$ cat config.mk
export PLATFORM = sky130hd
export DESIGN_NAME = brownout_sleep_wake_control
export DESIGN_NICKNAME = d
export VERILOG_FILES = /design/src/verilog/bsw_pkg.sv /design/src/verilog/brownout_sleep_wake_control.sv
export VERILOG_INCLUDE_DIRS = /design/src /design/src/verilog
export SDC_FILE = /design/constraint.sdc
export NUM_CORES = 1
export LEC_CHECK = 0
export BUFFER_PORTS_ARGS = -buffer_cell sky130_fd_sc_hd__buf_2
export CAP_MARGIN = 40
export CORE_MARGIN = 5
export CORE_UTILIZATION = 56
export CTS_CLUSTER_SIZE = 12
export DETAILED_ROUTE_END_ITERATION = 16
export PLACE_DENSITY = 0.87
export SYNTH_ARGS = -nofsm -noshare
export SYNTH_HDL_FRONTEND = slang
export SYNTH_SLANG_ARGS = --single-unit
$ cat constraint.sdc
create_clock -name ref_clk -period 5.7 [get_ports ref_clk]
set_input_delay 0 -clock ref_clk [delete_from_list [all_inputs] [get_ports ref_clk]]
set_output_delay 0 -clock ref_clk [all_outputs]
set_load 0.02 [all_outputs]
$ cat src/verilog/bsw_params.svh
`ifndef BSW_PARAMS_SVH
`define BSW_PARAMS_SVH

// ----------------------------------------------------------------------
// Clock and timing
// ----------------------------------------------------------------------
`define BSW_CLK_MHZ 125
`define BSW_POWERUP_MS 72
`define BSW_BROWNOUT_MIN_US 100
`define BSW_OST_TOSC 1024
`define BSW_CNT_W 24

// ----------------------------------------------------------------------
// Widths and fixed values
// ----------------------------------------------------------------------
`define BSW_PORT_W 8
`define BSW_PC_W 13
`define BSW_IRQ_W 3
`define BSW_VECTOR_ADDR 13'h0004

// ----------------------------------------------------------------------
// Register offsets and fields
// ----------------------------------------------------------------------
`define BSW_OFF_CTRL 12'h000
`define BSW_OFF_STATUS 12'h004
`define BSW_OFF_INT_STATUS 12'h008
`define BSW_OFF_INT_MASK 12'h00C
`define BSW_CTRL_BOR_BIT 0
`define BSW_CTRL_POWERUP_TIMER_DIS_BIT 1
`define BSW_CTRL_WDT_BIT 2
`define BSW_CTRL_OSC_LO 3
`define BSW_CTRL_OSC_HI 4
`define BSW_CTRL_W 5
`define BSW_CTRL_RST 5'h09
`define BSW_EV_BOR_BIT 0
`define BSW_EV_WDT_BIT 1
`define BSW_EV_WAKE_BIT 2

`endif

$ cat src/verilog/bsw_pkg.sv
`include "bsw_params.svh"

package bsw_pkg;

  typedef enum logic [2:0] {
    ST_HOLD,
    ST_POWERUP_TIMER,
    ST_RUN,
    ST_SLEEP,
    ST_OST,
    ST_RESUME,
    ST_VEC
  } seq_state_e;

  typedef enum logic [1:0] {
    OSC_LP,
    OSC_XT,
    OSC_HS,
    OSC_RC
  } osc_mode_e;

  typedef struct packed {
    seq_state_e st;
    logic [`BSW_CNT_W-1:0] cnt;
    logic [`BSW_CNT_W-1:0] bor_cnt;
    logic [`BSW_CTRL_W-1:0] ctrl;
    logic powerdown_flag;
    logic timeout_flag;
    logic [`BSW_IRQ_W-1:0] int_status;
    logic [`BSW_IRQ_W-1:0] int_mask;
    logic [`BSW_PORT_W-1:0] port_o;
    logic [`BSW_PORT_W-1:0] port_oe;
    logic [`BSW_PC_W-1:0] pf_addr;
    logic pf_req;
    logic wdt_clr;
    logic wake;
    logic vec;
    logic gie_wake;
    logic [31:0] prdata;
  } seq_s;

endpackage

$ cat src/verilog/brownout_sleep_wake_control.sv
// Function
// - Brown-out detection runs only while its enable bit is set.
// - Supply below threshold longer than minimum duration resets; shorter dips ignored.
// - Any reset holds until supply recovers, then power-up timer adds 72 ms.
// - Supply dip during power-up timer returns to reset and restarts full delay.
// - Sleep clears watchdog, clears power-down flag, sets time-out flag, stops oscillator.
// - Ports keep their pre-sleep drive level and enable while asleep.
// - Watchdog reset stays internal and never drives the external reset pin.
// - Wake on reset pin, enabled watchdog time-out, or enabled interrupt sources.
// - Reset pin wake resets the device; watchdog and interrupt wakes resume.
// - Power-down flag set at power-up; time-out flag cleared by watchdog wake.
// - Executing sleep prefetches the instruction at the next program address.
// - Interrupt wakes only with its own enable set, regardless of global enable.
// - Global enable off: continue inline; on: one instruction, then vector 0004h.
// - Enabled pending interrupt at sleep: sleep completes then wakes at once.
// - Watchdog is cleared on every wake from sleep, whatever the source.
// - Crystal modes wait 1024 oscillator cycles on watchdog or interrupt wake; RC mode does not.
// - Power-up timer is skipped while its disable bit is set.
`timescale 1ns/100ps
`include "bsw_params.svh"

module brownout_sleep_wake_control #(
  parameter int unsigned POWERUP_CYCLES = `BSW_POWERUP_MS * 1000 * `BSW_CLK_MHZ,
  parameter int unsigned BROWNOUT_MIN_CYCLES = `BSW_BROWNOUT_MIN_US * `BSW_CLK_MHZ
) (
  input wire logic ref_clk,
  input wire logic srst,
  // APB slave
  input wire logic psel,
  input wire logic penable,
  input wire logic pwrite,
  input wire logic [11:0] paddr,
  input wire logic [31:0] pwdata,
  output logic [31:0] prdata,
  output logic pready,
  output logic pslverr,
  // Supply monitor and reset pin
  input wire logic supply_low,
  input wire logic external_reset_pin_n,
  output logic external_reset_pin_o,
  output logic external_reset_pin_oe,
  // Core side
  input wire logic sleep_exec,
  input wire logic [`BSW_PC_W-1:0] pc,
  input wire logic instr_retire,
  input wire logic global_irq_enable,
  input wire logic [`BSW_IRQ_W-1:0] irq_flag,
  input wire logic [`BSW_IRQ_W-1:0] irq_enable,
  input wire logic wdt_timeout,
  output logic wdt_clear,
  output logic core_reset,
  output logic core_run,
  output logic osc_drive_en,
  output logic prefetch_req,
  output logic [`BSW_PC_W-1:0] prefetch_addr,
  output logic wake_pulse,
  output logic vector_branch,
  output logic [`BSW_PC_W-1:0] vector_addr,
  output logic powerdown_flag,
  output logic timeout_flag,
  // Port pads
  input wire logic [`BSW_PORT_W-1:0] port_out,
  input wire logic [`BSW_PORT_W-1:0] port_dir_oe,
  output logic [`BSW_PORT_W-1:0] port_pin_o,
  output logic [`BSW_PORT_W-1:0] port_pin_oe,
  output logic irq
);
  import bsw_pkg::*;

  // ----------------------------------------------------------------------
  // Constants
  // ----------------------------------------------------------------------
  localparam logic [`BSW_CNT_W-1:0] POWERUP_TIMER_LAST = `BSW_CNT_W'(POWERUP_CYCLES - 1);
  localparam logic [`BSW_CNT_W-1:0] BOR_LAST = `BSW_CNT_W'(BROWNOUT_MIN_CYCLES);
  localparam logic [`BSW_CNT_W-1:0] OST_LAST = `BSW_CNT_W'(`BSW_OST_TOSC - 1);
  localparam seq_s SEQ_RST = '{
    st: ST_HOLD,
    cnt: '0,
    bor_cnt: '0,
    ctrl: `BSW_CTRL_RST,
    powerdown_flag: 1'b1,
    timeout_flag: 1'b1,
    int_status: '0,
    int_mask: '0,
    port_o: '0,
    port_oe: '0,
    pf_addr: '0,
    pf_req: 1'b0,
    wdt_clr: 1'b0,
    wake: 1'b0,
    vec: 1'b0,
    gie_wake: 1'b0,
    prdata: '0
  };

  // Crystal and resonator modes need start-up time; RC starts at once
  function automatic logic needs_ost(input logic [`BSW_CTRL_W-1:0] ctrl);
    osc_mode_e mode;
    mode = osc_mode_e'(ctrl[`BSW_CTRL_OSC_HI:`BSW_CTRL_OSC_LO]);
    return mode != OSC_RC;
  endfunction

  // Wrapping count step, shared by all timers
  function automatic logic [`BSW_CNT_W-1:0] step(input logic [`BSW_CNT_W-1:0] v);
    return v + `BSW_CNT_W'(1);
  endfunction

  seq_s q;
  seq_s d;
  logic acc;
  logic setup;
  logic mapped;
  logic bor_trip;
  logic irq_wake;
  logic wdt_wake;
  logic [`BSW_IRQ_W-1:0] ev;
  logic [`BSW_IRQ_W-1:0] w1c;

  // ----------------------------------------------------------------------
  // Bus decode
  // ----------------------------------------------------------------------
  // No wait states; read data latched in the setup cycle
  always_comb begin
    setup = psel && !penable;
    acc = psel && penable;
    mapped = (paddr == `BSW_OFF_CTRL) || (paddr == `BSW_OFF_STATUS) ||
             (paddr == `BSW_OFF_INT_STATUS) || (paddr == `BSW_OFF_INT_MASK);
    w1c = '0;
    if (acc && pwrite && paddr == `BSW_OFF_INT_STATUS) begin
      w1c = pwdata[`BSW_IRQ_W-1:0];
    end
  end

  // ----------------------------------------------------------------------
  // Sequencer next state
  // ----------------------------------------------------------------------
  always_comb begin
    d = q;
    d.pf_req = 1'b0;
    d.wdt_clr = 1'b0;
    d.wake = 1'b0;
    d.vec = 1'b0;
    ev = '0;

    // Dip filter: only a low level outlasting the minimum trips
    if (q.ctrl[`BSW_CTRL_BOR_BIT] && supply_low) begin
      if (q.bor_cnt != BOR_LAST) begin
        d.bor_cnt = step(q.bor_cnt);
      end
    end else begin
      d.bor_cnt = '0;
    end
    bor_trip = q.ctrl[`BSW_CTRL_BOR_BIT] && supply_low && (q.bor_cnt == BOR_LAST);

    // Global enable plays no part in waking
    irq_wake = |(irq_flag & irq_enable);
    wdt_wake = wdt_timeout && q.ctrl[`BSW_CTRL_WDT_BIT];

    unique case (q.st)
      ST_HOLD: begin
        // Raw supply level gates release, filtered or not
        if (!supply_low) begin
          d.cnt = '0;
          d.st = q.ctrl[`BSW_CTRL_POWERUP_TIMER_DIS_BIT] ? ST_RUN : ST_POWERUP_TIMER;
        end
      end
      ST_POWERUP_TIMER: begin
        if (supply_low) begin
          d.st = ST_HOLD;
          d.cnt = '0;
        end else if (q.cnt == POWERUP_TIMER_LAST) begin
          d.st = ST_RUN;
        end else begin
          d.cnt = step(q.cnt);
        end
      end
      ST_RUN: begin
        if (wdt_wake) begin
          // Internal reset only; pad enable stays low
          d.st = ST_HOLD;
          d.timeout_flag = 1'b0;
          ev[`BSW_EV_WDT_BIT] = 1'b1;
        end else if (sleep_exec) begin
          d.st = ST_SLEEP;
          d.powerdown_flag = 1'b0;
          d.timeout_flag = 1'b1;
          d.wdt_clr = 1'b1;
          d.pf_req = 1'b1;
          d.pf_addr = pc + `BSW_PC_W'(1);
        end
      end
      ST_SLEEP: begin
        // A source already pending wakes one cycle after entry
        if (wdt_wake || irq_wake) begin
          d.wdt_clr = 1'b1;
          d.timeout_flag = wdt_wake ? 1'b0 : q.timeout_flag;
          d.gie_wake = irq_wake && global_irq_enable;
          d.cnt = '0;
          d.st = needs_ost(q.ctrl) ? ST_OST : ST_RESUME;
        end
      end
      ST_OST: begin
        if (q.cnt == OST_LAST) begin
          d.st = ST_RESUME;
        end else begin
          d.cnt = step(q.cnt);
        end
      end
      ST_RESUME: begin
        // Continuation, not reset
        d.wake = 1'b1;
        ev[`BSW_EV_WAKE_BIT] = 1'b1;
        d.st = q.gie_wake ? ST_VEC : ST_RUN;
      end
      ST_VEC: begin
        // One instruction retires before the branch; a no-op there is harmless
        if (instr_retire) begin
          d.vec = 1'b1;
          d.gie_wake = 1'b0;
          d.st = ST_RUN;
        end
      end
    endcase

    // Pin and brown-out reset override the state transition chosen above
    if (!external_reset_pin_n || bor_trip) begin
      if (q.st == ST_SLEEP) begin
        d.wdt_clr = 1'b1;
      end
      d.st = ST_HOLD;
      d.cnt = '0;
      d.gie_wake = 1'b0;
      ev[`BSW_EV_BOR_BIT] = bor_trip;
    end

    // Pads follow the core except in sleep and during oscillator start-up
    if (q.st != ST_SLEEP && q.st != ST_OST) begin
      d.port_o = port_out;
      d.port_oe = port_dir_oe;
    end

    // Set wins over a same-cycle clear
    d.int_status = (q.int_status & ~w1c) | ev;

    // Register writes
    if (acc && pwrite) begin
      if (paddr == `BSW_OFF_CTRL) begin
        d.ctrl = pwdata[`BSW_CTRL_W-1:0];
      end
      if (paddr == `BSW_OFF_INT_MASK) begin
        d.int_mask = pwdata[`BSW_IRQ_W-1:0];
      end
    end

    // Read data
    if (setup) begin
      d.prdata = '0;
      if (paddr == `BSW_OFF_CTRL) begin
        d.prdata[`BSW_CTRL_W-1:0] = q.ctrl;
      end
      if (paddr == `BSW_OFF_STATUS) begin
        d.prdata[0] = q.powerdown_flag;
        d.prdata[1] = q.timeout_flag;
        d.prdata[2] = core_reset;
        d.prdata[3] = (q.st == ST_SLEEP);
        d.prdata[6:4] = q.st;
      end
      if (paddr == `BSW_OFF_INT_STATUS) begin
        d.prdata[`BSW_IRQ_W-1:0] = q.int_status;
      end
      if (paddr == `BSW_OFF_INT_MASK) begin
        d.prdata[`BSW_IRQ_W-1:0] = q.int_mask;
      end
    end
  end

  // ----------------------------------------------------------------------
  // State register
  // ----------------------------------------------------------------------
  always_ff @(posedge ref_clk) begin
    if (srst) begin
      q <= SEQ_RST;
    end else begin
      q <= d;
    end
  end

  // ----------------------------------------------------------------------
  // Outputs
  // ----------------------------------------------------------------------
  // Decodes of registered state or constant ties, except pready and pslverr, decoded from the bus
  assign core_reset = (q.st == ST_HOLD) || (q.st == ST_POWERUP_TIMER);
  assign core_run = (q.st == ST_RUN) || (q.st == ST_VEC);
  assign osc_drive_en = (q.st != ST_SLEEP);
  assign external_reset_pin_o = 1'b0;
  assign external_reset_pin_oe = 1'b0;
  assign wdt_clear = q.wdt_clr;
  assign prefetch_req = q.pf_req;
  assign prefetch_addr = q.pf_addr;
  assign wake_pulse = q.wake;
  assign vector_branch = q.vec;
  assign vector_addr = `BSW_VECTOR_ADDR;
  assign powerdown_flag = q.powerdown_flag;
  assign timeout_flag = q.timeout_flag;
  assign port_pin_o = q.port_o;
  assign port_pin_oe = q.port_oe;
  assign irq = |(q.int_status & q.int_mask);
  assign prdata = q.prdata;
  assign pready = acc;
  assign pslverr = acc && !mapped;

endmodule

==> out/qor.csv <==
metric,value,unit
hold_slack,0.0480,ns
final_cell_mix,"buf_2 (110), dfxtp_1 (105), nor2_1 (83), nand2_1 (79), conb_1 (40)",
gp_congestion,0.898,
tns,0,ns
postCtsSetupBuffers,0,
num_antenna_cells,0,
skew,0.0215,ns
syn-cell-area,0.00565,mm^2
dp_hpwl,9730,um
grt_max_degree,49,
ys_ff_latch,105,
async_flop_share,0,%
grt_pass1_wl,23600,um
crit-reg2reg-launch,q[129]$_SDFFE_PP0P_,
htree_num_levels,3,
tightest_slew,0.954,ns
first_iter_violations,465,
clock-sinks,105,
grt_pass1_vias,5007,
core-area,0.00982,mm^2
fin_cells,918,
numCtsBuffers,9,
syn2layout_area_growth,12.9,%
worst-r2r-cell-count,6,
grt.overflow.total,0,
start_util,57.5,%
ctsResizeCount,0,
synth_edf_count,0,
vias,5163,
synth_seq_area_share,37.2,%
fillers,788,
wl_per_cell,15.4,um
min_period_over_period,52.3,%
status,"finished, final reports clean",
r2r_slack,2.72,ns
worstReg2RegEnd,q[111]$_SDFFE_PP0P_,
ys.flop_type,dfxtp_1,
clk_pin_slew_worst_paths,0.11,ns
holdPathStages,3,
synthDistinctLibCells,65,
rows,36,
die_y,110,um
port_buffers,110,
rsz0062_at_grt,false,
syn_inst,686,
drc,0,
dp_cells,867,
min_to,prdata[6]$_SDFFE_PP0P_,
die_x,110,um
antenna_found_initial,0,
worstPathRequired,5.95,ns
finalWirelength,14200,um
nets,874,
arrival,3.23,ns
timing.slew.headroom,36.2,%
hold_start,paddr[2],
critical_path_class,reg2reg,
dieArea,0.0122,mm^2
crit_fanout,24,
clockRootBuffer,clkbuf_8,
ir_worst_vdd,0.000127,V
maxCapViolCount,0,
finalHoldViolCount,0,
viasPerCell,5.62,
layout_min_cycle_time,2.98,ns
hold_path.class,in2reg,
clock_latency,0.37,ns
setup_viol,0,
synth-warning-count,0,
power.density,212,mW/mm^2
ioPinCount,178,
syn_area_per_cell,8.23,um^2
p_leak,2.45,nW
ant_nets,0,
drive_gt1_share,18.7,%
drtPass1Iterations,6,
finalPower,1.35,mW
maxSlewViolCount,0,
hold_buffers,34,
grt_usage,22.6,%
max_freq,0.336,GHz
crit_path_start_kind,register,
clk_path_buf_depth,2,
cts_tree,yes,
worstSetupEndpointType,register,
layout_commonest_cell,buf_2,
per-layer routing:
metal	track usage (%)	vias up	part of all wire, %
li1	-	2464	-
met1	26.6	2397	40
met2	39.4	255	50
met3	5.03	47	6.7
met4	9.20	0	3.4
met5	0	-	0
layout make-up:
cell class                      count  area, um^2  area share [%]
Multi-Input combinational cell    498        2930            45.9
Inverter                           18        67.6            1.06
Sequential cell                   105        2100            33.0
Clock inverter                      6        61.3           0.961
Tap cell                          133         166            2.61
Clock buffer                       10         128            2.00
Timing Repair Buffer              148         923            14.5
Yosys cell counts, types with 3 or more instances:
cell type	n	area, um^2
a211oi_1	12	90.1
a21oi_1	37	185
a22oi_1	4	30.0
a32o_1	4	40.0
and2_1	5	31.3
and3_1	8	50.1
and4_1	5	43.8
buf_2	3	15.0
buf_4	78	586
clkbuf_1	20	75.1
dfxtp_1	105	2100
ha_1	4	50.1
inv_1	18	67.6
mux2i_1	10	100
mux4_2	3	67.6
nand2_1	79	297
nand2b_1	4	25.0
nand3_1	32	160
nand3b_1	3	22.5
nand4_1	8	50.1
nor2_1	83	312
nor2b_1	3	18.8
nor3_1	22	110
nor3b_1	3	22.5
nor4_1	17	106
nor4_2	4	50.1
nor4b_1	4	35.0
o2111ai_1	3	26.3
o21ai_0	13	65.1
or3_1	7	43.8
xnor2_1	27	236
xor2_1	14	123
through the flow:
stage / setup WS, ns / cell area [um^2] / util, %
after floorplan: 3.52 / 5790 / -
after global placement: 2.90 / 5820 / 59.3
after detailed placement: 2.81 / 5840 / 59.5
after CTS: 2.78 / 6370 / 64.8
after global routing: 2.51 / 6380 / 64.9
final: 2.72 / 6380 / 64.9
kinds of logic (layout without fill, tap and decap cells):
group	after synthesis	after routing	share of synthesized area (%)
xor gates and xnor gates	41	41	6.36
DFF	105	105	37.2
other	2	40	0.133
muxes	15	15	3.37
AOI/OAI and AO/OA	99	99	12.2
adders and majority gates	4	4	0.886
and+or+nand+nor	299	299	26.4
buffers and inverters	121	182	13.4
registers in the layout (all words and copies together), names as in the netlist:
signal	flops
port_pin_oe	8
prefetch_req	1
powerdown_flag	1
wake_pulse	1
port_pin_o	8
vector_branch	1
q	63
prefetch_addr	13
timeout_flag	1
wdt_clear	1
prdata	7
worst max-delay path by stage:
| stage | startpoint | endpoint | depth (start not counted) |
|---|---|---|---|
| finish | q[129]$_SDFFE_PP0P_ | q[111]$_SDFFE_PP0P_ | 6 |
| global route | q[129]$_SDFFE_PP0P_ | q[111]$_SDFFE_PP0P_ | 6 |
| CTS | q[129]$_SDFFE_PP0P_ | q[111]$_SDFFE_PP0P_ | 6 |
| detailed placement | q[129]$_SDFFE_PP0P_ | q[111]$_SDFFE_PP0P_ | 6 |
| global placement | q[129]$_SDFFE_PP0P_ | q[108]$_SDFFE_PP0P_ | 6 |
| floorplan | q[103]$_SDFFE_PP0P_ | q[107]$_SDFFE_PP0P_ | 8 |
where the power goes:
part           internal [mW]  switching (mW)
Sequential             0.742         0.00736
Combinational         0.0594           0.101
Clock                  0.170           0.274
Total                  0.972           0.382
worst max-delay path, stage by stage, from the launching register on:
cell and delay (ns):
dfxtp_1 0.80, nand2b_1 0.22, a21oi_1 0.10, a221o_1 0.51, nor3_1 0.73, o21ai_0 0.20
a32o_1 0.30
(Power assumes the default switching activity.)
